[config.mk]
export PLATFORM = sky130hd
export DESIGN_NAME = lpt_irq_pass
export DESIGN_NICKNAME = d
export VERILOG_FILES = /design/src/rtl/lpt_pkg.sv /design/src/rtl/lpt_irq_pass.sv
export SDC_FILE = /design/constraint.sdc
export NUM_CORES = 1
export LEC_CHECK = 0
export ABC_AREA = 1
export BUFFER_PORTS_ARGS = -buffer_cell sky130_fd_sc_hd__buf_4
export CAP_MARGIN = 25
export CORE_MARGIN = 4
export CORE_UTILIZATION = 51
export CTS_CLUSTER_SIZE = 20
export DETAILED_ROUTE_END_ITERATION = 8
export PLACE_DENSITY = 0.75
export SLEW_MARGIN = 5
export SYNTH_ARGS = -nofsm -noshare
export SYNTH_HDL_FRONTEND = slang
export SYNTH_SLANG_ARGS = --single-unit
[constraint.sdc]
create_clock -name clk_sys -period 1.8 [get_ports clk_sys]
set_clock_uncertainty 0.2 [all_clocks]
set_input_delay 0.36 -clock clk_sys [delete_from_list [all_inputs] [get_ports clk_sys]]
set_output_delay 0.36 -clock clk_sys [all_outputs]
set_load 0.005 [all_outputs]
[src/rtl/lpt_pkg.sv]
// shared constants and types for the local bus interrupt pass-through and dma kick block
package lpt_pkg;

  // register byte offsets
  localparam logic [7:0] LPT_OFS_GLOBAL_CFG  = 8'h00;
  localparam logic [7:0] LPT_OFS_LOCAL_CFG   = 8'h40;
  localparam logic [7:0] LPT_OFS_LOCAL_STAT  = 8'h44;
  localparam logic [7:0] LPT_OFS_START_XFER  = 8'h48;
  localparam logic [7:0] LPT_OFS_PERIPH_IQBA = 8'h4c;
  localparam logic [7:0] LPT_OFS_TX_IQBA     = 8'h50;
  localparam logic [7:0] LPT_OFS_RX_IQBA     = 8'h54;

  // fixed pass-through vector value
  localparam logic [31:0] LPT_PASS_VECTOR    = 32'h86000000;
  // dma vector code: bit 1 set for transmit, bit 0 set for channel b
  localparam logic [31:0] LPT_DMA_VEC_CODE   = 32'h00000000;
  localparam int          LPT_DMA_DIR_BIT    = 1;
  localparam int          LPT_DMA_CHAN_BIT   = 0;

  // reset values and writable masks
  localparam logic [31:0] LPT_LOCAL_CFG_RST  = 32'h00000000;
  localparam logic [31:0] LPT_LOCAL_CFG_MASK = 32'h0000ffff;
  localparam logic [31:0] LPT_GLOBAL_CFG_RST = 32'h00000000;
  localparam logic [31:0] LPT_GLOBAL_CFG_MSK = 32'h000000f1;
  localparam logic [31:0] LPT_START_XFER_RST = 32'h00000003;
  localparam logic [31:0] LPT_START_XFER_MSK = 32'h00000003;
  localparam logic [31:0] LPT_QUEUE_BASE_RST = 32'h00000000;
  localparam logic [31:0] LPT_ZERO_WORD      = 32'h00000000;

  // channel indices into the dma event and line vectors
  localparam int LPT_CH_A = 0;
  localparam int LPT_CH_B = 1;

  typedef struct packed {
    logic [15:0] reserved;
    logic [2:0]  misc_three_bit_field;
    logic        combined_ack_pins;
    logic        shared_dma_direction;     // 1: shared lines serve transmit
    logic        shared_dma_lines;
    logic        aux_irq_setting;
    logic        state_machine_reset_n;
    logic        ext_bus_ctrl_reset_n;
    logic        chan_b_transfer_mode;
    logic        chan_a_transfer_mode;
    logic        chan_b_disregard_irq;
    logic        chan_a_disregard_irq;
    logic        separate_irq_pins_enable;
    logic        irq_two_polarity;         // 1: active low
    logic        irq_one_polarity;         // 1: active low
  } lpt_local_cfg_t;

  typedef struct packed {
    logic [23:0] reserved;
    logic [3:0]  local_bus_clock_divider;
    logic [2:0]  reserved_lo;
    logic        dma_assist_mode_select;
  } lpt_global_cfg_t;

  typedef struct packed {
    logic [31:0] addr;
    logic [31:0] data;
  } lpt_vec_t;

  typedef enum logic [2:0] {
    LPT_ST_IDLE = 3'h1,
    LPT_ST_PASS = 3'h2,
    LPT_ST_DMA  = 3'h4
  } lpt_state_t;

  typedef struct packed {
    lpt_state_t      state;
    lpt_local_cfg_t  local_cfg;
    lpt_global_cfg_t global_cfg;
    logic [1:0]      kick_field;
    logic [31:0]     periph_iqba;
    logic [31:0]     tx_iqba;
    logic [31:0]     rx_iqba;
    logic [1:0]      irq_sync1;
    logic [1:0]      irq_sync2;
    logic [1:0]      irq_act_prev;
    logic            pass_pend;
    logic [1:0]      dma_tx_pend;
    logic [1:0]      dma_rx_pend;
    logic            dma_sel_tx;
    logic            dma_sel_b;
    logic [31:0]     rdata;
    logic            rvalid;
    lpt_vec_t        vec;
    logic            vec_valid;
    logic [1:0]      kick_pulse;
    logic [3:0]      dma_line_en;
  } lpt_state_all_t;

endpackage : lpt_pkg

[src/rtl/lpt_irq_pass.sv]
// local bus interrupt pass-through, dma kick and queue vector writer
`timescale 1ns/1ps
module lpt_irq_pass
  import lpt_pkg::*;
(
  input  wire logic        clk_sys,                  // 40 mhz device clock
  input  wire logic        rst,                      // synchronous reset, active high
  input  wire logic        reg_wr,                   // register write strobe
  input  wire logic        reg_rd,                   // register read strobe
  input  wire logic [7:0]  reg_addr,                 // register byte address
  input  wire logic [31:0] reg_wdata,                // register write data
  output logic      [31:0] reg_rdata,                // read data, one cycle after reg_rd
  output logic             reg_rvalid,               // read data valid pulse
  input  wire logic        periph_irq_in_one,        // peripheral interrupt line one
  input  wire logic        periph_irq_in_two,        // peripheral interrupt line two
  input  wire logic [1:0]  dma_evt_tx,               // dma transmit event pulse per channel
  input  wire logic [1:0]  dma_evt_rx,               // dma receive event pulse per channel
  output logic             vec_valid,                // vector write request
  input  wire logic        vec_ready,                // vector write accepted
  output logic      [31:0] vec_addr,                 // queue address of vector
  output logic      [31:0] vec_data,                 // vector value
  output logic      [1:0]  kick_chan,                // descriptor fetch kick pulse, a and b
  output logic      [3:0]  dma_line_en,              // a rx, a tx, b rx, b tx line enables
  output logic             ext_bus_ctrl_enable,      // external bus controller run
  output logic      [3:0]  local_bus_clock_divider   // local bus clock division
);

  lpt_state_all_t st_q;
  lpt_state_all_t st_d;

  // irq level to asserted, honouring polarity
  function automatic logic irq_active(input logic lvl, input logic pol);
    return lvl ^ pol;
  endfunction : irq_active

  // within one direction channel a is served before channel b
  function automatic logic pick_chan_b(input logic [1:0] pend);
    return !pend[LPT_CH_A];
  endfunction : pick_chan_b

  // address plus data of a dma vector for one direction and channel
  function automatic lpt_vec_t dma_vector(input logic tx, input logic chb,
                                          input logic [31:0] tx_base,
                                          input logic [31:0] rx_base);
    lpt_vec_t v;
    v.addr = tx ? tx_base : rx_base;
    v.data = LPT_DMA_VEC_CODE;
    v.data[LPT_DMA_DIR_BIT]  = tx;
    v.data[LPT_DMA_CHAN_BIT] = chb;
    return v;
  endfunction : dma_vector

  // reset image; the soft hold of the state machine reuses it
  localparam lpt_state_all_t ST_RESET = '{
    state:        LPT_ST_IDLE,
    local_cfg:    lpt_local_cfg_t'(LPT_LOCAL_CFG_RST),
    global_cfg:   lpt_global_cfg_t'(LPT_GLOBAL_CFG_RST),
    kick_field:   LPT_START_XFER_RST[1:0],
    periph_iqba:  LPT_QUEUE_BASE_RST,
    tx_iqba:      LPT_QUEUE_BASE_RST,
    rx_iqba:      LPT_QUEUE_BASE_RST,
    irq_sync1:    2'h0,
    irq_sync2:    2'h0,
    irq_act_prev: 2'h0,
    pass_pend:    1'h0,
    dma_tx_pend:  2'h0,
    dma_rx_pend:  2'h0,
    dma_sel_tx:   1'h0,
    dma_sel_b:    1'h0,
    rdata:        LPT_ZERO_WORD,
    rvalid:       1'h0,
    vec:          '0,
    vec_valid:    1'h0,
    kick_pulse:   2'h0,
    dma_line_en:  4'h0
  };

  always_comb begin
    logic [1:0]  act;
    logic [1:0]  rise;
    logic        fsm_run;
    logic        pass_clr;
    logic [1:0]  tx_clr;
    logic [1:0]  rx_clr;
    logic        pass_set;
    logic [31:0] wval;
    logic [1:0]  tx_set;
    logic [1:0]  rx_set;
    logic        fsm_next;
    act      = 2'h0;
    rise     = 2'h0;
    fsm_run  = 1'b0;
    pass_clr = 1'b0;
    tx_clr   = 2'h0;
    rx_clr   = 2'h0;
    pass_set = 1'b0;
    wval     = LPT_ZERO_WORD;
    tx_set   = 2'h0;
    rx_set   = 2'h0;
    fsm_next = 1'b0;
    st_d     = st_q;

    // two flops before anything looks at the pins
    st_d.irq_sync1 = {periph_irq_in_two, periph_irq_in_one};
    st_d.irq_sync2 = st_q.irq_sync1;

    act[0] = irq_active(st_q.irq_sync2[0], st_q.local_cfg.irq_one_polarity);
    act[1] = irq_active(st_q.irq_sync2[1], st_q.local_cfg.irq_two_polarity);
    act[1] = act[1] & st_q.local_cfg.separate_irq_pins_enable;
    // edge detector starts inactive, matching idle pins after reset
    st_d.irq_act_prev = act;
    rise = act & ~st_q.irq_act_prev;

    // channel a irq is only swallowed when its packet path owns it
    if (!st_q.local_cfg.chan_a_disregard_irq && st_q.local_cfg.chan_a_transfer_mode) begin
      rise[0] = 1'b0;
    end
    if (!st_q.local_cfg.chan_b_disregard_irq && st_q.local_cfg.chan_b_transfer_mode) begin
      rise[1] = 1'b0;
    end

    fsm_run  = st_q.local_cfg.state_machine_reset_n;
    pass_set = fsm_run & (|rise);

    // dma events are taken only while the state machine runs
    tx_set   = dma_evt_tx & {2{fsm_run}};
    rx_set   = dma_evt_rx & {2{fsm_run}};

    // default register outputs
    st_d.rvalid     = 1'b0;
    st_d.kick_pulse = 2'h0;

    // vector writer
    case (st_q.state)
      LPT_ST_IDLE: begin
        if (st_q.pass_pend) begin
          st_d.vec.addr  = st_q.periph_iqba;
          st_d.vec.data  = LPT_PASS_VECTOR;
          st_d.vec_valid = 1'b1;
          st_d.state     = LPT_ST_PASS;
        end else if (|(st_q.dma_tx_pend | st_q.dma_rx_pend)) begin
          st_d.dma_sel_tx = |st_q.dma_tx_pend;
          st_d.dma_sel_b  = (|st_q.dma_tx_pend) ? pick_chan_b(st_q.dma_tx_pend)
                                                : pick_chan_b(st_q.dma_rx_pend);
          st_d.vec        = dma_vector(st_d.dma_sel_tx, st_d.dma_sel_b,
                                       st_q.tx_iqba, st_q.rx_iqba);
          st_d.vec_valid  = 1'b1;
          st_d.state      = LPT_ST_DMA;
        end
      end
      LPT_ST_PASS: begin
        // events during the wait fold into this vector
        if (vec_ready) begin
          pass_clr       = 1'b1;
          st_d.vec_valid = 1'b0;
          st_d.state     = LPT_ST_IDLE;
        end
      end
      LPT_ST_DMA: begin
        // only the stream served is retired; the rest wait their turn
        if (vec_ready) begin
          if (st_q.dma_sel_tx) begin
            tx_clr[st_q.dma_sel_b] = 1'b1;
          end else begin
            rx_clr[st_q.dma_sel_b] = 1'b1;
          end
          st_d.vec_valid = 1'b0;
          st_d.state     = LPT_ST_IDLE;
        end
      end
      default: begin
        st_d.vec_valid = 1'b0;
        st_d.state     = LPT_ST_IDLE;
      end
    endcase

    // a new event in the clearing cycle survives
    st_d.pass_pend   = (st_q.pass_pend & ~pass_clr) | pass_set;
    st_d.dma_tx_pend = (st_q.dma_tx_pend & ~tx_clr) | tx_set;
    st_d.dma_rx_pend = (st_q.dma_rx_pend & ~rx_clr) | rx_set;

    // register writes
    if (reg_wr) begin
      if (reg_addr == LPT_OFS_LOCAL_CFG) begin
        st_d.local_cfg = lpt_local_cfg_t'(reg_wdata & LPT_LOCAL_CFG_MASK);
      end else if (reg_addr == LPT_OFS_GLOBAL_CFG) begin
        st_d.global_cfg = lpt_global_cfg_t'(reg_wdata & LPT_GLOBAL_CFG_MSK);
      end else if (reg_addr == LPT_OFS_START_XFER) begin
        wval            = reg_wdata & LPT_START_XFER_MSK;
        st_d.kick_field = wval[1:0];
        // a zero written to a go field restarts that channel
        st_d.kick_pulse = ~wval[1:0] & {2{fsm_run}};
      end else if (reg_addr == LPT_OFS_PERIPH_IQBA) begin
        st_d.periph_iqba = reg_wdata;
      end else if (reg_addr == LPT_OFS_TX_IQBA) begin
        st_d.tx_iqba = reg_wdata;
      end else if (reg_addr == LPT_OFS_RX_IQBA) begin
        st_d.rx_iqba = reg_wdata;
      end
    end

    // register reads; unmapped addresses read zero
    if (reg_rd) begin
      st_d.rvalid = 1'b1;
      if (reg_addr == LPT_OFS_LOCAL_CFG) begin
        st_d.rdata = st_q.local_cfg;
      end else if (reg_addr == LPT_OFS_GLOBAL_CFG) begin
        st_d.rdata = st_q.global_cfg;
      end else if (reg_addr == LPT_OFS_LOCAL_STAT) begin
        // raw pin levels, independent of polarity and enables
        st_d.rdata = {30'h0, st_q.irq_sync2};
      end else if (reg_addr == LPT_OFS_START_XFER) begin
        st_d.rdata = {30'h0, st_q.kick_field};
      end else if (reg_addr == LPT_OFS_PERIPH_IQBA) begin
        st_d.rdata = st_q.periph_iqba;
      end else if (reg_addr == LPT_OFS_TX_IQBA) begin
        st_d.rdata = st_q.tx_iqba;
      end else if (reg_addr == LPT_OFS_RX_IQBA) begin
        st_d.rdata = st_q.rx_iqba;
      end else begin
        st_d.rdata = LPT_ZERO_WORD;
      end
    end

    // dma line enables: a rx, a tx, b rx, b tx
    st_d.dma_line_en = 4'h0;
    if (fsm_run && st_q.global_cfg.dma_assist_mode_select) begin
      if (st_q.local_cfg.chan_a_transfer_mode) begin
        if (st_q.local_cfg.shared_dma_lines) begin
          st_d.dma_line_en[1] = st_q.local_cfg.shared_dma_direction;
          st_d.dma_line_en[0] = !st_q.local_cfg.shared_dma_direction;
        end else begin
          st_d.dma_line_en[1:0] = 2'h3;
        end
      end
      // channel b has no shared-lines option
      if (st_q.local_cfg.chan_b_transfer_mode) begin
        st_d.dma_line_en[3:2] = 2'h3;
      end
    end

    // state machine held as after hardware reset; registers keep values.
    // the hold follows the bit as written, so a vector in flight is
    // withdrawn at once; a sink must not count a vector it never accepted
    fsm_next = st_d.local_cfg.state_machine_reset_n;
    if (!fsm_next) begin
      st_d.state        = ST_RESET.state;
      st_d.pass_pend    = ST_RESET.pass_pend;
      st_d.dma_tx_pend  = ST_RESET.dma_tx_pend;
      st_d.dma_rx_pend  = ST_RESET.dma_rx_pend;
      st_d.vec_valid    = ST_RESET.vec_valid;
      st_d.dma_sel_tx   = ST_RESET.dma_sel_tx;
      st_d.dma_sel_b    = ST_RESET.dma_sel_b;
      st_d.kick_pulse   = ST_RESET.kick_pulse;
      st_d.dma_line_en  = ST_RESET.dma_line_en;
    end
  end

  // one register stage for all state; the outputs tap it directly
  always_ff @(posedge clk_sys) begin
    if (rst) begin
      st_q <= ST_RESET;
    end else begin
      st_q <= st_d;
    end
  end

  // status and config outputs mirror their register bits
  assign reg_rdata               = st_q.rdata;
  assign reg_rvalid              = st_q.rvalid;
  assign vec_valid               = st_q.vec_valid;
  assign vec_addr                = st_q.vec.addr;
  assign vec_data                = st_q.vec.data;
  assign kick_chan               = st_q.kick_pulse;
  assign dma_line_en             = st_q.dma_line_en;
  assign ext_bus_ctrl_enable     = st_q.local_cfg.ext_bus_ctrl_reset_n;
  assign local_bus_clock_divider = st_q.global_cfg.local_bus_clock_divider;

endmodule : lpt_irq_pass

==> flow_metrics.py <==
metrics = {
    "floorplan": {
        "core_sq_mm": 0.01864,
        "die_width_microns": 145.7,
        "die-height_microns": 145.7,
        "dieArea_sq_mm": 0.02122,
        "row_count": 50,
        "top_level_ports": 160,
        "start_util_pct": 51.85,
    },
    "cells_and_area": {
        "layout_common_cells": "nand2_1, dfxtp_1, buf_4, a21oi_1, o21ai_0",
        "fin_area_sq_mm": 0.01207,
        "fin_cells": 1734,
        "area_growth_syn_to_layout_pct": 24.84,
        "drive_above_1_share_pct": 19.47,
        "layout_commonest_cell": "nand2_1",
        "final_core_util_pct": 64.73,
        "nNetsFinal": 1537,
        "diodes": 0,
    },
    "detailed_routing": {
        "num_vias": 9388,
        "drc": 0,
        "drtPass1Iterations": 5,
        "drtIter0Drc": 992,
        "final_antenna_net_count": 0,
        "drt_wl_total_microns": 27840,
        "vias_per_cell": 5.414,
        "wl_per_cell_microns": 16.06,
    },
    "setup_path": {
        "reg2reg_slack_ns": 0.04,
        "timing.rr.start": "st_q[108]",
        "crit_slowest_cell": "dfxtp_2",
        "worst-path-buf-inv": 4,
        "cp_cell_sequence": "nor2_4, buf_12, buf_4, clkbuf_16, o21ai_0, o21ai_0, buf_4, o21ai_1, nor2_1",
        "criticalPathCategory": "reg2reg",
        "start_kind": "flop",
        "critPathArrivalTime_ns": 1.95,
        "path_max_fanout": 14,
        "worstReg2RegEnd": "vec_addr[27]",
        "critPathRequiredTime_ns": 1.99,
        "crit_family": "buffers and inverters",
        "endpoint_kind": "flop",
        "ff2ff_path_depth": 9,
        "max_stage_delay_ns": 0.35,
    },
    "logic_synthesis": {
        "async_flop_share_pct": 0,
        "avgSynthCellArea_sq_um": 7.035,
        "synth_area_sq_mm": 0.009667,
        "synth_seq_cells": 209,
        "yosysSeqAreaShare_pct": 43.28,
        "synth_edf_count": 0,
        "synth.distinct_cells": 28,
        "synth_top_cell_area_share_pct": 43.28,
        "yosysWarningCount": 0,
        "synth_area_leaders": "dfxtp_1, nand2_1, a21oi_1",
        "synth_flop_cell": "dfxtp_1",
        "synthCells": 1374,
        "synth_top_area_cell": "dfxtp_1",
    },
    "global_routing": {
        "grt_pass1_vias": 8744,
        "antenna_found_initial": 0,
        "grt.total_usage_pct": 24.66,
        "grt_start_max_net_pins": 92,
        "grt_overflow": 0,
        "grt_pass1_wl_microns": 44190,
    },
    "clock_tree": {
        "h-tree-depth": 1,
        "cts_buffer_depth": 3,
        "cts.sinks": 209,
        "path_clk_slew_ns": 0.06,
        "cts_root_buffer": "clkbuf_16",
        "cts_tree": "built",
        "clock_latency_ns": 0.50,
        "numCtsBuffers": 22,
    },
    "placed_design": {
        "dp_hpwl_microns": 17890,
        "placed_area_sq_mm": 0.01072,
        "place_congestion": 0.8677,
        "portBuffers": 132,
        "dpl.cell_count": 1649,
    },
    "pwr": {
        "clkPwrFrac_pct": 46.8,
        "leakage_nw": 4.826,
        "power.share.sequential_pct": 47.5,
        "p_comb_share_pct": 5.7,
        "power.net_switching_mw": 2.156,
        "power_density_mw_per_mm2": 814.9,
        "intPower_mw": 7.678,
        "vdd_drop_max_v": 0.0005707,
        "switching_share_pct": 21.93,
    },
    "worst_hold_path": {
        "min_from": "reg_wr",
        "worstHoldPathCells": 3,
        "hp-class": "in2reg",
        "worst_hold_path.endpoint": "kick_chan[0]",
    },
    "timing": {
        "rsz0062_at_grt": "true",
        "layout_worst_path_cycle_share_pct": 97.70,
        "setup_violations": 0,
        "tns_ns": 0,
        "fin_hold_ws_ns": 0.02410,
        "layout_min_cycle_time_ns": 1.759,
        "finalHoldViolations": 0,
        "drv_slew": 0,
        "max_freq_ghz": 0.5686,
    },
    "run": {
        "maxCapViolCount": 0,
    },
    "outcome": {
        "status": "finished, final reports clean",
    },
}
tightest hold or removal path: cells and delay by family:
family | cells | cell delay (ns)
buffers and inverters | 1 | 0.15
AND/OR/NAND/NOR | 2 | 0.17
power groups by stage:
stage | logic [mW] | clock network (mW) | registers [mW]
after floorplan | 0.286 | 0 | 4.76
after global placement | 0.476 | 0 | 4.77
after global routing | 0.610 | 4.87 | 4.67
after detailed placement | 0.481 | 0 | 4.77
final | 0.561 | 4.60 | 4.67
after CTS | 0.552 | 4.66 | 4.67
flip-flops by register name, indices dropped and copies added (netlist names):
name,cells
st_q,128
reg_rdata,32
vec_addr,32
local_bus_clock_divider,4
dma_line_en,3
vec_data,3
kick_chan,2
st_d,2
ext_bus_ctrl_enable,1
reg_rvalid,1
vec_valid,1
per-stage QoR:
step / setup slack, ns / power [mW]
floorplan: -0.01650 / 5.050
global placement: -0.2511 / 5.246
CTS: 0.03033 / 9.884
detailed placement: -0.3004 / 5.251
global route: -0.03163 / 10.15
finish: 0.04139 / 9.834
synthesized netlist by cell type (2+ instances only):
cell	number
nor2_1	165
dfxtp_1	209
buf_1	4
buf_4	108
a31oi_1	8
o22ai_1	4
a22oi_1	3
a41oi_1	4
nor3b_1	2
nand2_1	271
nor3_1	4
o211ai_1	17
buf_2	20
clkbuf_1	62
inv_1	72
o21ai_0	161
nand3_1	82
nor2_2	2
a21oi_1	163
inv_2	5
how the worst max path moves through the flow:
stage          slack, ns  depth (start not counted)      endpoint   startpoint
2_1_floorplan      -0.02                         10     st_q[121]  reg_addr[6]
6_report            0.04                          9  vec_addr[27]    st_q[108]
4_1_cts             0.03                         10  vec_addr[11]    st_q[109]
5_1_grt            -0.03                         10  vec_addr[11]    st_q[108]
3_3_place_gp       -0.25                         11     st_q[202]  reg_addr[6]
3_5_place_dp       -0.30                         11     st_q[144]  reg_addr[6]
area by class of cell:
class / count / area (sq um)
Fill cell: 1578 / 6575
Clock inverter: 6 / 85.08
Tap cell: 234 / 292.8
Inverter: 78 / 292.8
Multi-Input combinational cell: 920 / 4268
Timing Repair Buffer: 255 / 2293
Sequential cell: 209 / 4187
Clock buffer: 32 / 649.4
per-layer routing:
metal / vias up / GRT usage [%] / part of all wire [%]
met5: - / 0 / 0
met4: 0 / 6.648 / 2.1
met3: 55 / 3.737 / 7.8
met2: 413 / 41.27 / 47
met1: 4326 / 33.41 / 43
li1: 4594 / - / -
logic make-up (layout without fill, tap and decap cells):
logic type,after synthesis,after routing,share of synthesized area (%)
AO/OA/AOI/OAI,361,361,19.54
XOR/XNOR,1,1,0.09062
buffers and inverters,272,371,15.01
flip-flops,209,209,43.28
other,1,27,0.03879
AND/OR/NAND/NOR,530,531,22.03
repair_timing:
action / CTS / global route
hold buffers: 40 / 0
gates resized for setup: 4 / 53
pin swaps: 1 / 4
endpoints found under the setup margin: 32 / 32
setup buffers: 0 / 4
endpoints found under the hold margin: 120 / 0
gates cloned: 1 / 2
Note: power is estimated with default switching activity, not from simulation.
